<file path="src/pvr_defines.svh">
// How it works
// - register 0x11 bit 13 enables energy-detect power-down; resets to 0.
// - energy-present bit falls after 256ms without line energy, reads 1 with energy.
// - hardware reset forces energy-present to 1; software reset leaves it alone.
// - modes 000-011 fix 10H, 10F, 100H, 100F with auto-negotiation off.
// - modes 100 and 101 negotiate advertising 100 half only; 101 adds repeater.
// - mode 111 advertises everything; control bits 13 and 8 follow the negotiation.
// - mode sets default control bits 13,12,10,8 as 0000,0001,1000,1001,1100,1100.
// - half duplex senses carrier on transmit and receive; full and repeater on receive.
// - bits 4:0 of 0x12, default 00001b, give the management bus address.
// - override bit 15 clear lets the strap pin pick crossover; set uses bits 14,13.
// - with override, bit 14 enables auto crossover, else bit 13 picks the wiring.
// - manual bit 13 at 0 keeps transmit pair output; at 1 pair directions swap.
// - bit 10 pins the 10 Mbit receive PLL to the reference clock.
// - bit 4 of 0x1b reads the 10Base-T receive polarity, 1 when reversed.
// - flag bits 7..1 record energy, negotiation done, fault, link down, ack, pd, page.
// - mask bits 7-1 enable their sources when 1 (bit 0 has no source); bits 7-0 reset to 0.
// - bit 12 of 0x1f reads 1 only when auto-negotiation has finished.
// - bits 4-2 of 0x1f give 001 10H, 101 10F, 010 100H, 110 100F.
// - bits 11-5 of 0x1f reset to 0000010b and software writes that pattern.
`ifndef PVR_DEFINES_SVH
`define PVR_DEFINES_SVH
// register indices on the management bus
`define PVR_REG_MCS 5'h11
`define PVR_REG_SPM 5'h12
`define PVR_REG_XPC 5'h1b
`define PVR_REG_IRQF 5'h1d
`define PVR_REG_IRQM 5'h1e
`define PVR_REG_ANS 5'h1f
// field positions
`define PVR_EDPD_BIT 13
`define PVR_ENERGY_BIT 1
`define PVR_XO_OVR_BIT 15
`define PVR_XO_AUTO_BIT 14
`define PVR_XO_STATE_BIT 13
`define PVR_PLL_BIT 10
`define PVR_POL_BIT 4
`define PVR_AUTODONE_BIT 12
// reset values
`define PVR_MODE_RST 3'h7
`define PVR_ADDR_RST 5'h01
`define PVR_ANS_RSV_RST 7'h02
`define PVR_MASK_RST 8'h00
// timing
`define PVR_QUIET_MS 256
`define PVR_CLK_KHZ 125000
`define PVR_QUIET_CYCLES (`PVR_QUIET_MS * `PVR_CLK_KHZ)
`define PVR_PREAMBLE_BITS 6'h20
`define PVR_HDR_LAST 5'h0c
`define PVR_DATA_LAST 5'h0f
`endif

</file>
<file path="src/pvr_pkg.sv">
package pvr_pkg;
	// operating mode field
	typedef enum logic [2:0] {
		PVR_MODE_10H = 3'b000,
		PVR_MODE_10F = 3'b001,
		PVR_MODE_100H = 3'b010,
		PVR_MODE_100F = 3'b011,
		PVR_MODE_AN_HALF = 3'b100,
		PVR_MODE_REPEATER = 3'b101,
		PVR_MODE_RESERVED = 3'b110,
		PVR_MODE_ALL = 3'b111
	} pvr_mode_type;
	// management frame states
	typedef enum logic [1:0] {
		PVR_MS_IDLE = 2'b00,
		PVR_MS_HDR = 2'b01,
		PVR_MS_TA = 2'b10,
		PVR_MS_DATA = 2'b11
	} pvr_mdio_state_type;
endpackage

</file>
<file path="src/pvr_energy_detect.sv">
`timescale 1ns/10ps
`default_nettype none
`include "pvr_defines.svh"
module pvr_energy_detect #(
	parameter int unsigned QUIET_CYCLES = `PVR_QUIET_CYCLES
) (
	// clock and reset
	input wire logic clk,
	input wire logic rst,
	// line energy pin
	input wire logic line_energy,
	// status
	output logic energy_present,
	output logic energy_rise
);
	localparam int CW = $clog2(QUIET_CYCLES + 1);
	logic energy_meta, energy_q;
	logic [CW-1:0] quiet_cnt;
	// two-flop synchroniser for the analog detector
	always_ff @(posedge clk or posedge rst) begin
		if (rst) begin
			energy_meta <= 1'b0;
			energy_q <= 1'b0;
		end else begin
			energy_meta <= line_energy;
			energy_q <= energy_meta;
		end
	end
	// quiet timer; only the hardware reset reaches this state
	always_ff @(posedge clk or posedge rst) begin
		if (rst) begin
			energy_present <= 1'b1;
			energy_rise <= 1'b0;
			quiet_cnt <= '0;
		end else begin
			energy_rise <= energy_q & ~energy_present;
			if (energy_q) begin
				energy_present <= 1'b1;
				quiet_cnt <= '0;
			end else if (energy_present) begin
				if (quiet_cnt == CW'(QUIET_CYCLES - 1)) begin
					energy_present <= 1'b0;
					quiet_cnt <= '0;
				end else begin
					quiet_cnt <= quiet_cnt + CW'(1);
				end
			end
		end
	end
endmodule
`default_nettype wire

</file>
<file path="src/pvr_mdio_slave.sv">
`timescale 1ns/10ps
`default_nettype none
`include "pvr_defines.svh"
module pvr_mdio_slave (
	// clock and reset
	input wire logic clk,
	input wire logic rst,
	// management pins
	input wire logic mdc,
	input wire logic mdio_in,
	output logic mdio_out,
	output logic mdio_oe,
	// own address
	input wire logic [4:0] phy_addr,
	// register access
	output logic [4:0] reg_addr,
	output logic [15:0] wr_data,
	output logic wr_pulse,
	output logic rd_pulse,
	input wire logic [15:0] rd_data
);
	logic mdc_meta, mdc_q, mdc_prev, mdio_meta, mdio_q, rise, is_read;
	logic [5:0] ones;
	logic [4:0] cnt;
	logic [15:0] sh;
	pvr_pkg::pvr_mdio_state_type state;
	// pin synchronisers and clock edge detect
	always_ff @(posedge clk or posedge rst) begin
		if (rst) begin
			mdc_meta <= 1'b0;
			mdc_q <= 1'b0;
			mdc_prev <= 1'b0;
			mdio_meta <= 1'b1;
			mdio_q <= 1'b1;
		end else begin
			mdc_meta <= mdc;
			mdc_q <= mdc_meta;
			mdc_prev <= mdc_q;
			mdio_meta <= mdio_in;
			mdio_q <= mdio_meta;
		end
	end
	assign rise = mdc_q & ~mdc_prev;
	// read strobe in the cycle the read word is captured
	assign rd_pulse = rise && state == pvr_pkg::PVR_MS_TA && cnt == 5'h00 && is_read;
	// frame sequencer
	always_ff @(posedge clk or posedge rst) begin
		if (rst) begin
			state <= pvr_pkg::PVR_MS_IDLE;
			ones <= 6'h00;
			cnt <= 5'h00;
			sh <= 16'h0000;
			is_read <= 1'b0;
			reg_addr <= 5'h00;
			wr_data <= 16'h0000;
			wr_pulse <= 1'b0;
			mdio_out <= 1'b0;
			mdio_oe <= 1'b0;
		end else begin
			wr_pulse <= 1'b0;
			if (rise) begin
				unique case (state)
				pvr_pkg::PVR_MS_IDLE: begin
					if (mdio_q) begin
						ones <= (ones == `PVR_PREAMBLE_BITS) ? ones : ones + 6'h01;
					end else begin
						if (ones == `PVR_PREAMBLE_BITS) begin
							state <= pvr_pkg::PVR_MS_HDR;
						end
						ones <= 6'h00;
						cnt <= 5'h00;
					end
				end
				pvr_pkg::PVR_MS_HDR: begin
					sh <= {sh[14:0], mdio_q};
					cnt <= cnt + 5'h01;
					if (cnt == `PVR_HDR_LAST) begin
						cnt <= 5'h00;
						state <= pvr_pkg::PVR_MS_IDLE;
						if (sh[11] && (sh[10] ^ sh[9]) && sh[8:4] == phy_addr) begin
							state <= pvr_pkg::PVR_MS_TA;
							is_read <= sh[10];
							reg_addr <= {sh[3:0], mdio_q};
						end
					end
				end
				pvr_pkg::PVR_MS_TA: begin
					cnt <= cnt + 5'h01;
					if (cnt == 5'h00 && is_read) begin
						sh <= rd_data;
						mdio_oe <= 1'b1;
						mdio_out <= 1'b0;
					end else if (cnt != 5'h00) begin
						state <= pvr_pkg::PVR_MS_DATA;
						cnt <= 5'h00;
						mdio_out <= is_read & sh[15];
						sh <= {sh[14:0], 1'b0};
					end
				end
				pvr_pkg::PVR_MS_DATA: begin
					cnt <= cnt + 5'h01;
					sh <= {sh[14:0], mdio_q};
					if (is_read) begin
						mdio_out <= sh[15];
					end
					if (cnt == `PVR_DATA_LAST) begin
						state <= pvr_pkg::PVR_MS_IDLE;
						mdio_oe <= 1'b0;
						mdio_out <= 1'b0;
						wr_pulse <= ~is_read;
						wr_data <= {sh[14:0], mdio_q};
					end
				end
				endcase
			end
		end
	end
endmodule
`default_nettype wire

</file>
<file path="src/pvr_vendor_regs.sv">
`timescale 1ns/10ps
`default_nettype none
`include "pvr_defines.svh"
module pvr_vendor_regs #(
	parameter int unsigned QUIET_CYCLES = `PVR_QUIET_CYCLES
) (
	// clock and resets
	input wire logic clk,
	input wire logic rst,
	input wire logic soft_rst,
	// management pins
	input wire logic mdc,
	input wire logic mdio_in,
	output logic mdio_out,
	output logic mdio_oe,
	// line pins
	input wire logic line_energy,
	input wire logic crossover_strap_pin,
	// phy core status
	input wire logic autoneg_done,
	input wire logic link_up,
	input wire logic speed100,
	input wire logic full_duplex,
	input wire logic tenbase_polarity_reversed,
	input wire logic remote_fault,
	input wire logic partner_ack,
	input wire logic parallel_detect_fault,
	input wire logic page_received,
	input wire logic tx_active,
	input wire logic rx_active,
	// phy core controls
	output logic energy_detect_powerdown_en,
	output logic energy_present,
	output logic [4:0] mgmt_bus_address,
	output logic autoneg_en,
	output logic repeater_mode,
	output logic [3:0] ctrl_defaults,
	output logic [3:0] adv_abilities,
	output logic carrier_sense,
	output logic mdix_auto_en,
	output logic mdix_crossed,
	output logic rx_pll_ref_force,
	output logic [2:0] resolved_speed_duplex,
	output logic irq_out
);
	logic strap_meta, strap_q;
	logic [4:0] reg_addr;
	logic [15:0] wr_data, rd_data;
	logic wr_pulse, rd_pulse;
	pvr_pkg::pvr_mode_type mode;
	logic [7:0] spm_hi, mask, flags, events;
	logic xo_ovr, xo_auto, xo_state;
	logic [6:0] ans_rsv;
	logic an_done_q, energy_rise, rd_clr;
	logic [10:0] next_dec;
	////////////////////////////////////////////////////////////////////////
	// helpers
	// write or read strobe aimed at one register
	function automatic logic hit(input logic [4:0] a, input logic [4:0] r, input logic s);
		hit = s && (a == r);
	endfunction

	// mode to {autoneg, repeater, crs on tx, control bits, advertised bits}
	function automatic logic [10:0] mode_decode(input pvr_pkg::pvr_mode_type m,
		input logic spd, input logic fdx);
		unique case (m)
		pvr_pkg::PVR_MODE_10H,
		pvr_pkg::PVR_MODE_RESERVED: begin
			mode_decode = {3'h1, 4'h0, 4'h0};
		end
		pvr_pkg::PVR_MODE_10F: begin
			mode_decode = {3'h0, 4'h1, 4'h0};
		end
		pvr_pkg::PVR_MODE_100H: begin
			mode_decode = {3'h1, 4'h8, 4'h0};
		end
		pvr_pkg::PVR_MODE_100F: begin
			mode_decode = {3'h0, 4'h9, 4'h0};
		end
		pvr_pkg::PVR_MODE_AN_HALF: begin
			mode_decode = {3'h5, 4'hc, 4'h4};
		end
		pvr_pkg::PVR_MODE_REPEATER: begin
			mode_decode = {3'h6, 4'hc, 4'h4};
		end
		pvr_pkg::PVR_MODE_ALL: begin
			mode_decode = {2'h2, ~fdx, spd, 2'h2, fdx, 4'hf};
		end
		endcase
	endfunction

	////////////////////////////////////////////////////////////////////////
	// submodules
	// serial management slave
	pvr_mdio_slave u_mdio (
		.clk(clk),
		.rst(rst),
		.mdc(mdc),
		.mdio_in(mdio_in),
		.mdio_out(mdio_out),
		.mdio_oe(mdio_oe),
		.phy_addr(mgmt_bus_address),
		.reg_addr(reg_addr),
		.wr_data(wr_data),
		.wr_pulse(wr_pulse),
		.rd_pulse(rd_pulse),
		.rd_data(rd_data)
	);

	// line energy timer
	pvr_energy_detect #(
		.QUIET_CYCLES(QUIET_CYCLES)
	) u_energy (
		.clk(clk),
		.rst(rst),
		.line_energy(line_energy),
		.energy_present(energy_present),
		.energy_rise(energy_rise)
	);

	////////////////////////////////////////////////////////////////////////
	// registers kept over software reset
	// mode and management address
	always_ff @(posedge clk or posedge rst) begin
		if (rst) begin
			mode <= pvr_pkg::pvr_mode_type'(`PVR_MODE_RST);
			mgmt_bus_address <= `PVR_ADDR_RST;
			spm_hi <= 8'h00;
		end else if (hit(reg_addr, `PVR_REG_SPM, wr_pulse)) begin
			spm_hi <= wr_data[15:8];
			mode <= pvr_pkg::pvr_mode_type'(wr_data[7:5]);
			mgmt_bus_address <= wr_data[4:0];
		end
	end

	// receive pll forcing
	always_ff @(posedge clk or posedge rst) begin
		if (rst) begin
			rx_pll_ref_force <= 1'b0;
		end else if (hit(reg_addr, `PVR_REG_XPC, wr_pulse)) begin
			rx_pll_ref_force <= wr_data[`PVR_PLL_BIT];
		end
	end

	////////////////////////////////////////////////////////////////////////
	// registers returned to reset values by software reset
	// energy-detect power-down enable
	always_ff @(posedge clk or posedge rst) begin
		if (rst) begin
			energy_detect_powerdown_en <= 1'b0;
		end else if (soft_rst) begin
			energy_detect_powerdown_en <= 1'b0;
		end else if (hit(reg_addr, `PVR_REG_MCS, wr_pulse)) begin
			energy_detect_powerdown_en <= wr_data[`PVR_EDPD_BIT];
		end
	end

	// crossover control bits
	always_ff @(posedge clk or posedge rst) begin
		if (rst) begin
			xo_ovr <= 1'b0;
			xo_auto <= 1'b0;
			xo_state <= 1'b0;
		end else if (soft_rst) begin
			xo_ovr <= 1'b0;
			xo_auto <= 1'b0;
			xo_state <= 1'b0;
		end else if (hit(reg_addr, `PVR_REG_XPC, wr_pulse)) begin
			xo_ovr <= wr_data[`PVR_XO_OVR_BIT];
			xo_auto <= wr_data[`PVR_XO_AUTO_BIT];
			xo_state <= wr_data[`PVR_XO_STATE_BIT];
		end
	end

	// reserved pattern of the negotiation status register
	always_ff @(posedge clk or posedge rst) begin
		if (rst) begin
			ans_rsv <= `PVR_ANS_RSV_RST;
		end else if (soft_rst) begin
			ans_rsv <= `PVR_ANS_RSV_RST;
		end else if (hit(reg_addr, `PVR_REG_ANS, wr_pulse)) begin
			ans_rsv <= wr_data[11:5];
		end
	end

	// interrupt mask
	always_ff @(posedge clk or posedge rst) begin
		if (rst) begin
			mask <= `PVR_MASK_RST;
		end else if (soft_rst) begin
			mask <= `PVR_MASK_RST;
		end else if (hit(reg_addr, `PVR_REG_IRQM, wr_pulse)) begin
			mask <= wr_data[7:0];
		end
	end

	////////////////////////////////////////////////////////////////////////
	// interrupt sources
	// strap synchroniser and negotiation edge history
	always_ff @(posedge clk or posedge rst) begin
		if (rst) begin
			strap_meta <= 1'b0;
			strap_q <= 1'b0;
			an_done_q <= 1'b0;
		end else begin
			strap_meta <= crossover_strap_pin;
			strap_q <= strap_meta;
			an_done_q <= autoneg_done;
		end
	end

	// event vector, level causes re-set the flag after a read
	assign events = {energy_rise, autoneg_done & ~an_done_q, remote_fault, ~link_up,
		partner_ack, parallel_detect_fault, page_received, 1'b0};
	assign rd_clr = hit(reg_addr, `PVR_REG_IRQF, rd_pulse);

	// latched flags, a new event wins over the read clear
	assign flags[0] = 1'b0;
	for (genvar i = 1; i < 8; i++) begin : g_flag
		always_ff @(posedge clk or posedge rst) begin
			if (rst) begin
				flags[i] <= 1'b0;
			end else if (soft_rst) begin
				flags[i] <= events[i];
			end else begin
				flags[i] <= events[i] | (flags[i] & ~rd_clr);
			end
		end
	end

	// interrupt output
	always_ff @(posedge clk or posedge rst) begin
		if (rst) begin
			irq_out <= 1'b0;
		end else begin
			irq_out <= |(flags & mask);
		end
	end

	////////////////////////////////////////////////////////////////////////
	// decoded controls
	assign next_dec = mode_decode(mode, speed100, full_duplex);

	// mode driven operation
	always_ff @(posedge clk or posedge rst) begin
		if (rst) begin
			autoneg_en <= 1'b0;
			repeater_mode <= 1'b0;
			ctrl_defaults <= 4'h0;
			adv_abilities <= 4'h0;
			carrier_sense <= 1'b0;
		end else begin
			autoneg_en <= next_dec[10];
			repeater_mode <= next_dec[9];
			ctrl_defaults <= next_dec[7:4];
			adv_abilities <= next_dec[3:0];
			carrier_sense <= rx_active | (tx_active & next_dec[8]);
		end
	end

	// crossover selection and resolved speed
	always_ff @(posedge clk or posedge rst) begin
		if (rst) begin
			mdix_auto_en <= 1'b0;
			mdix_crossed <= 1'b0;
			resolved_speed_duplex <= 3'h0;
		end else begin
			mdix_auto_en <= xo_ovr ? xo_auto : strap_q;
			mdix_crossed <= xo_ovr & ~xo_auto & xo_state;
			resolved_speed_duplex <= {full_duplex, speed100, ~speed100};
		end
	end

	////////////////////////////////////////////////////////////////////////
	// read mux
	always_comb begin
		rd_data = 16'h0000;
		case (reg_addr)
		`PVR_REG_MCS: begin
			rd_data[`PVR_EDPD_BIT] = energy_detect_powerdown_en;
			rd_data[`PVR_ENERGY_BIT] = energy_present;
		end
		`PVR_REG_SPM: begin
			rd_data = {spm_hi, mode, mgmt_bus_address};
		end
		`PVR_REG_XPC: begin
			rd_data[`PVR_XO_OVR_BIT] = xo_ovr;
			rd_data[`PVR_XO_AUTO_BIT] = xo_auto;
			rd_data[`PVR_XO_STATE_BIT] = xo_state;
			rd_data[`PVR_PLL_BIT] = rx_pll_ref_force;
			rd_data[`PVR_POL_BIT] = tenbase_polarity_reversed;
		end
		`PVR_REG_IRQF: begin
			rd_data = {8'h00, flags};
		end
		`PVR_REG_IRQM: begin
			rd_data = {8'h00, mask};
		end
		`PVR_REG_ANS: begin
			rd_data[`PVR_AUTODONE_BIT] = autoneg_done & autoneg_en;
			rd_data[11:5] = ans_rsv;
			rd_data[4:2] = resolved_speed_duplex;
		end
		default: begin
			rd_data = 16'h0000;
		end
		endcase
	end
endmodule
`default_nettype wire

</file>
<file path="config.mk">
export PLATFORM = sky130hd
export DESIGN_NAME = pvr_vendor_regs
export DESIGN_NICKNAME = d
export VERILOG_FILES = /design/src/pvr_pkg.sv /design/src/pvr_energy_detect.sv /design/src/pvr_mdio_slave.sv /design/src/pvr_vendor_regs.sv
export VERILOG_INCLUDE_DIRS = /design/src
export SDC_FILE = /design/constraint.sdc
export NUM_CORES = 1
export LEC_CHECK = 0
export ABC_AREA = 1
export ABC_CLOCK_PERIOD_IN_PS = 3500
export BUFFER_PORTS_ARGS = -buffer_cell sky130_fd_sc_hd__buf_4
export CAP_MARGIN = 5
export CORE_ASPECT_RATIO = 1.1
export CORE_MARGIN = 8
export CORE_UTILIZATION = 37
export DETAILED_ROUTE_END_ITERATION = 8
export GPL_TIMING_DRIVEN = 0
export PLACE_DENSITY = 0.49
export SYNTH_ARGS = -nofsm -noshare
export SYNTH_HDL_FRONTEND = slang
export SYNTH_HIERARCHICAL = 1
export SYNTH_SLANG_ARGS = --single-unit
</file>
<file path="constraint.sdc">
create_clock -name clk -period 3.5 [get_ports clk]
set_input_delay 1.05 -clock clk [delete_from_list [all_inputs] [get_ports clk]]
set_output_delay 1.05 -clock clk [all_outputs]
set_load 0.005 [all_outputs]
</file>
Word level (Yosys, flattened, before mapping) --
Cells that the tools add are included.
Storage, ports and cells: flip-flop bits (word level) 151, input bits 18, output and inout port bits 27, word-level logic and storage cells 216
Cells by class: add/subtract/negate cells 3, equal/unequal tests 31, mux-type cells 65, bitwise gates (word level) 34, reduce and logical (&&, ||, !) cells 34
Operators with widths (count):
- $pmux 11 s7 | 1
- $mux 25 | 3
- $pmux 5 s4 | 2
- $mux 16 | 2
- $pmux 16 s2 | 1
- $eq 5x5->1 const B | 6
- $mux 1 | 28
- $add 25x1->25 const B | 1
- $eq 25x25->1 const B | 1
- $mux 5 | 4
- $mux 8 | 2
- $pmux 2 s4 | 2
- $and 1x1->1 | 15
- $mux 2 | 7
- $mux 7 | 2
- $reduce_bool 2->1 | 7
- $eq 3x3->1 const B | 4
- $logic_and 1x1->1 | 12
- $mux 6 | 2
- $reduce_and 4->1 | 3
- $eq 5x4->1 const B | 2
- $ne 2x2->1 const B | 5
- $not 1->1 | 9
- $reduce_and 3->1 | 3
- 27 further kinds | 43

Logic depth before layout (Yosys ltp) --
depth after elaboration 10, mapped depth 11, gate-level depth less buffers 11

By module --
Netlist, hierarchy kept.
By module, submodules not included:
- pvr_mdio_slave | times used 1, cells an instance 349, area an instance 3002.9 um^2
- pvr_vendor_regs | times used 1, cells an instance 348, area an instance 2806.4 um^2
- pvr_energy_detect | times used 1, cells an instance 217, area an instance 1710.4 um^2

Worst setup path after synthesis --
Ideal clock, no wire load.
path kind input-to-reg, start point input port soft_rst, end point register energy_detect_powerdown_en, setup time 0.062 ns, arrival time 1.623 ns, data required time 3.438 ns, slack 1.814 ns, stages 6, path buffers 1, cells stage by stage inv_1 > buf_1 > nand2_1 > nand2_1 > nand2_1 > inv_1
Between the ends: longest elaborated chain between the ends 1, elaborated cells between the ends (all ways) 2
Ends and longest elaborated chain:
- start: declaration | line pvr_vendor_regs.sv:10 | input wire logic soft_rst,
- $mux 1 or $reduce_bool 2->1 (tied branches)
- end signal: assignment | line pvr_vendor_regs.sv:154 | energy_detect_powerdown_en <= wr_data[`PVR_EDPD_BIT];
- end: declaration | line pvr_vendor_regs.sv:32 | output logic energy_detect_powerdown_en,
Parallel ways exist; a longest one is shown, timed or not. A chain may end at the register's enable or synchronous reset.

Worst setup path after layout --
start point register u_energy.energy_present, end point output port energy_present
RTL lines:
- start: declaration | line pvr_energy_detect.sv:13 | output logic energy_present,
- start signal: assignment | line pvr_energy_detect.sv:32 | energy_present <= 1'b1;
- start signal: assignment | line pvr_energy_detect.sv:38 | energy_present <= 1'b1;
- start signal: assignment | line pvr_energy_detect.sv:42 | energy_present <= 1'b0;
- end: declaration | line pvr_vendor_regs.sv:33 | output logic energy_present,
No word-level cell between the ends.

==> run metrics <==
outcome=completed; IO Port Bufs=43; leading cell types by count after synthesis=292 x nand2_1, 138 x dfrtp_1, 106 x nand3_1; largest area contributor in the netlist=dfrtp_1; largest net degree at the start of global routing=42; CP max stage delay=610 ps; main area contributors after synthesis=dfrtp_1 46%, nand2_1 15%, nand3_1 7.1%, inv_1 4.5%, dfstp_2 2.8%; LEAKAGE=4.44 nW; total number of vias=6,019; CTS hold repair buffers=0; die height=166 um; Area growth, synth to finish=17.5%; Fillers=2,013; Routed Wire Length=19,700 um; DIE WIDTH=152 um; gpl congestion=0.817; Avg Inst Size Synth=8.23 um^2; DR pass1 iterations=4; Final setup viols=0; worst slew pin tran=about 680 ps; Mapped Cells=914; grt ovf=0; Detail Placement HPWL=14,500 um; Synthesized Nets=938; initial antenna violation count=0; VDD IR max=0.000329 V; Crit Path Max Fanout=6; nature of the critical path startpoint=flop; CTS resizes=0; fmax=roughly 0.45 GHz; clock buffers created by TritonCTS=17; WHS=350 ps; top-count cell post-synth=nand2_1; H-tree levels=4; Setup Buffers After CTS=0; Fin Clk Skew=5.98 ps; crit path time final=2210 ps; final period utilization=63.2%; Buf/Inv on CP=1; Clock Pin Slew Worst Setup and Hold Paths=60 ps; Clock Tree Root=clkbuf_16; gr usage total=between 10% and 20%; Crit. End Element=output port; Ys Warns=6; Netlist Area Pre-Place=7520 um^2; Power per Cell Area=about 430 nW/um^2; First DRT Iteration DRCs=about 340; routed len/inst=15.8 um; Main synth FF type=dfrtp_1; Num Clock Sinks=146; vias in the first global route=5,998; CTS tree=built; slowest cell on the critical path=dfstp_2; Async SR Flop Fraction=between 90% and 100%; synthesis-stage register bit count=between 100 and 150; first-pass GRT wire length=~33,000 um; Initial Util=37.9%; RSZ-0062 raised after global routing=false; clk_lat worst skew=420 ps; Final Hold Viols=0; Seq/Total Area, Yosys=48.7%; drt drc=0; layout cell share with drive strength beyond 1=~18%; Std-Cell Rows=54; drt via density=4.84; Ports=45; post-synth cell types=between 40 and 50; WS Path Type=flop to output port; die area=25,100 um^2; Routed Antenna Nets=0; Pins Over Slew Limit=0; final net count=1,003; CP Data Arrival Time=1160 ps; CTS Buffer Depth=2; CP cell instances=buf_4; Max Cap Viol=0; Crit path max-delay family=flip-flops; Post-synth EDFFs=0; TNS Setup=0 ps; post-synth top area share=45.9%; antenna cells=0; core area=19,900 um^2; Critical Path RT=2450 ps; relative slew slack=54.7%; Worst Hold Class=flop to flop
-- registers in the layout, indices dropped and copies added (netlist names), 6 cells and up, named ones only --
| name | flops |
|---|---|
| u_energy/quiet_cnt | 25 |
| u_mdio/sh | 16 |
| u_mdio/wr_data | 16 |
| mask | 8 |
| spm_hi | 8 |
| ans_rsv | 7 |
| flags | 7 |
| u_mdio/ones | 6 |
-- final cells by class --
type                            count  area [um^2]  share of cell area, %
Multi-Input combinational cell    644         3310                   37.5
Sequential cell                   146         3660                   41.5
Inverter                           98          375                   4.25
Tap cell                          252          315                   3.57
Clock buffer                       20          457                   5.17
Buffer                             26          171                   1.94
Clock inverter                     11          153                   1.73
Timing Repair Buffer               46          390                   4.42
-- worst register-to-register path, delay by kind of cell (launching register included) --
kind	cells	cell delay [ps]
AND/OR/NAND/NOR	6	1090
buffers and inverters	3	420
flip-flops	1	410
adder cells (fa/ha/maj)	1	140
-- routing by layer --
metal | wire [um] | part of all wire, % | up-vias | global-route usage [%]
met5 | 0 | 0 | - | 0
met3 | 735 | 3.7 | 30 | 3.08
met1 | 8810 | 45 | 2833 | 20.2
li1 | - | - | 3058 | -
met2 | 9630 | 49 | 98 | 27.4
met4 | 529 | 2.7 | 0 | 7.11
-- power by group --
group / switching [W] / internal (W) / leakage (nW)
clock: 0.000734 / 0.00116 / 0.289
sequential: 0.0000197 / 0.00171 / 1.95
combinational: 0.0000824 / 0.0000465 / 2.20
-- worst paths after layout --
check / startpoint / endpoint / slack [ps] / cells past startpoint
min in group asynchronous: rst / flags[4] / 660 / 2
worst max-delay path: u_energy/energy_present / energy_present / 1290 / 1
worst max register to register: u_mdio/cnt[0] / flags[2] / 1320 / 10
worst min-delay path: u_mdio/mdc_meta / u_mdio/mdc_q / 350 / 0
max in group asynchronous: rst / ans_rsv[1] / 2230 / 3
worst min register to register: u_mdio/mdc_meta / u_mdio/mdc_q / 350 / 0
-- through the flow --
| stage | total power, W | util (%) | std cells | cell area, um^2 | setup WS (ps) |
|---|---|---|---|---|---|
| 2_1_floorplan | 0.00184 | - | 914 | 7520 | 997 |
| 3_3_place_gp | 0.00189 | 41.1 | 1209 | 8160 | 39.4 |
| 3_5_place_dp | 0.00189 | 41.3 | 1211 | 8200 | 1280 |
| 4_1_cts | 0.00382 | 44.3 | 1242 | 8810 | 1250 |
| 5_1_grt | 0.00390 | 44.5 | 1243 | 8830 | 1170 |
| 6_report | 0.00376 | 44.5 | 1243 | 8830 | 1290 |
-- logic make-up after synthesis --
logic type	count (synthesis)	share of synthesized area (%)
XOR/XNOR	20	2.33
buffers and inverters	124	7.27
flip-flops	146	48.7
other	1	0.0499
AND/OR/NAND/NOR	532	33.4
AO/OA/AOI/OAI	85	7.27
adder cells (fa/ha/maj)	6	0.998
-- cell usage in the layout (no fill, tap or decap), types with 3 or more instances in the layout --
cell type	instances
ha_1	6
buf_4	51
dfrtp_1	138
buf_6	3
nand2_1	292
a21oi_1	6
inv_1	88
nand4_1	18
clkbuf_1	8
nor2_8	4
o21ai_0	35
nand3_1	106
nand2_2	17
o21bai_1	3
buf_2	4
inv_2	9
o21ai_1	11
xnor2_1	6
o22ai_1	10
nand2_4	7
buf_12	3
xor2_1	14
clkinvlp_4	3
nor2_4	9
buf_1	3
o211ai_1	6
bufinv_16	3
nor2_1	54
nor3_1	3
nor2_2	11
o211ai_2	9
clkbuf_16	17
dfstp_2	8
Power figures use the tool's default switching activity.
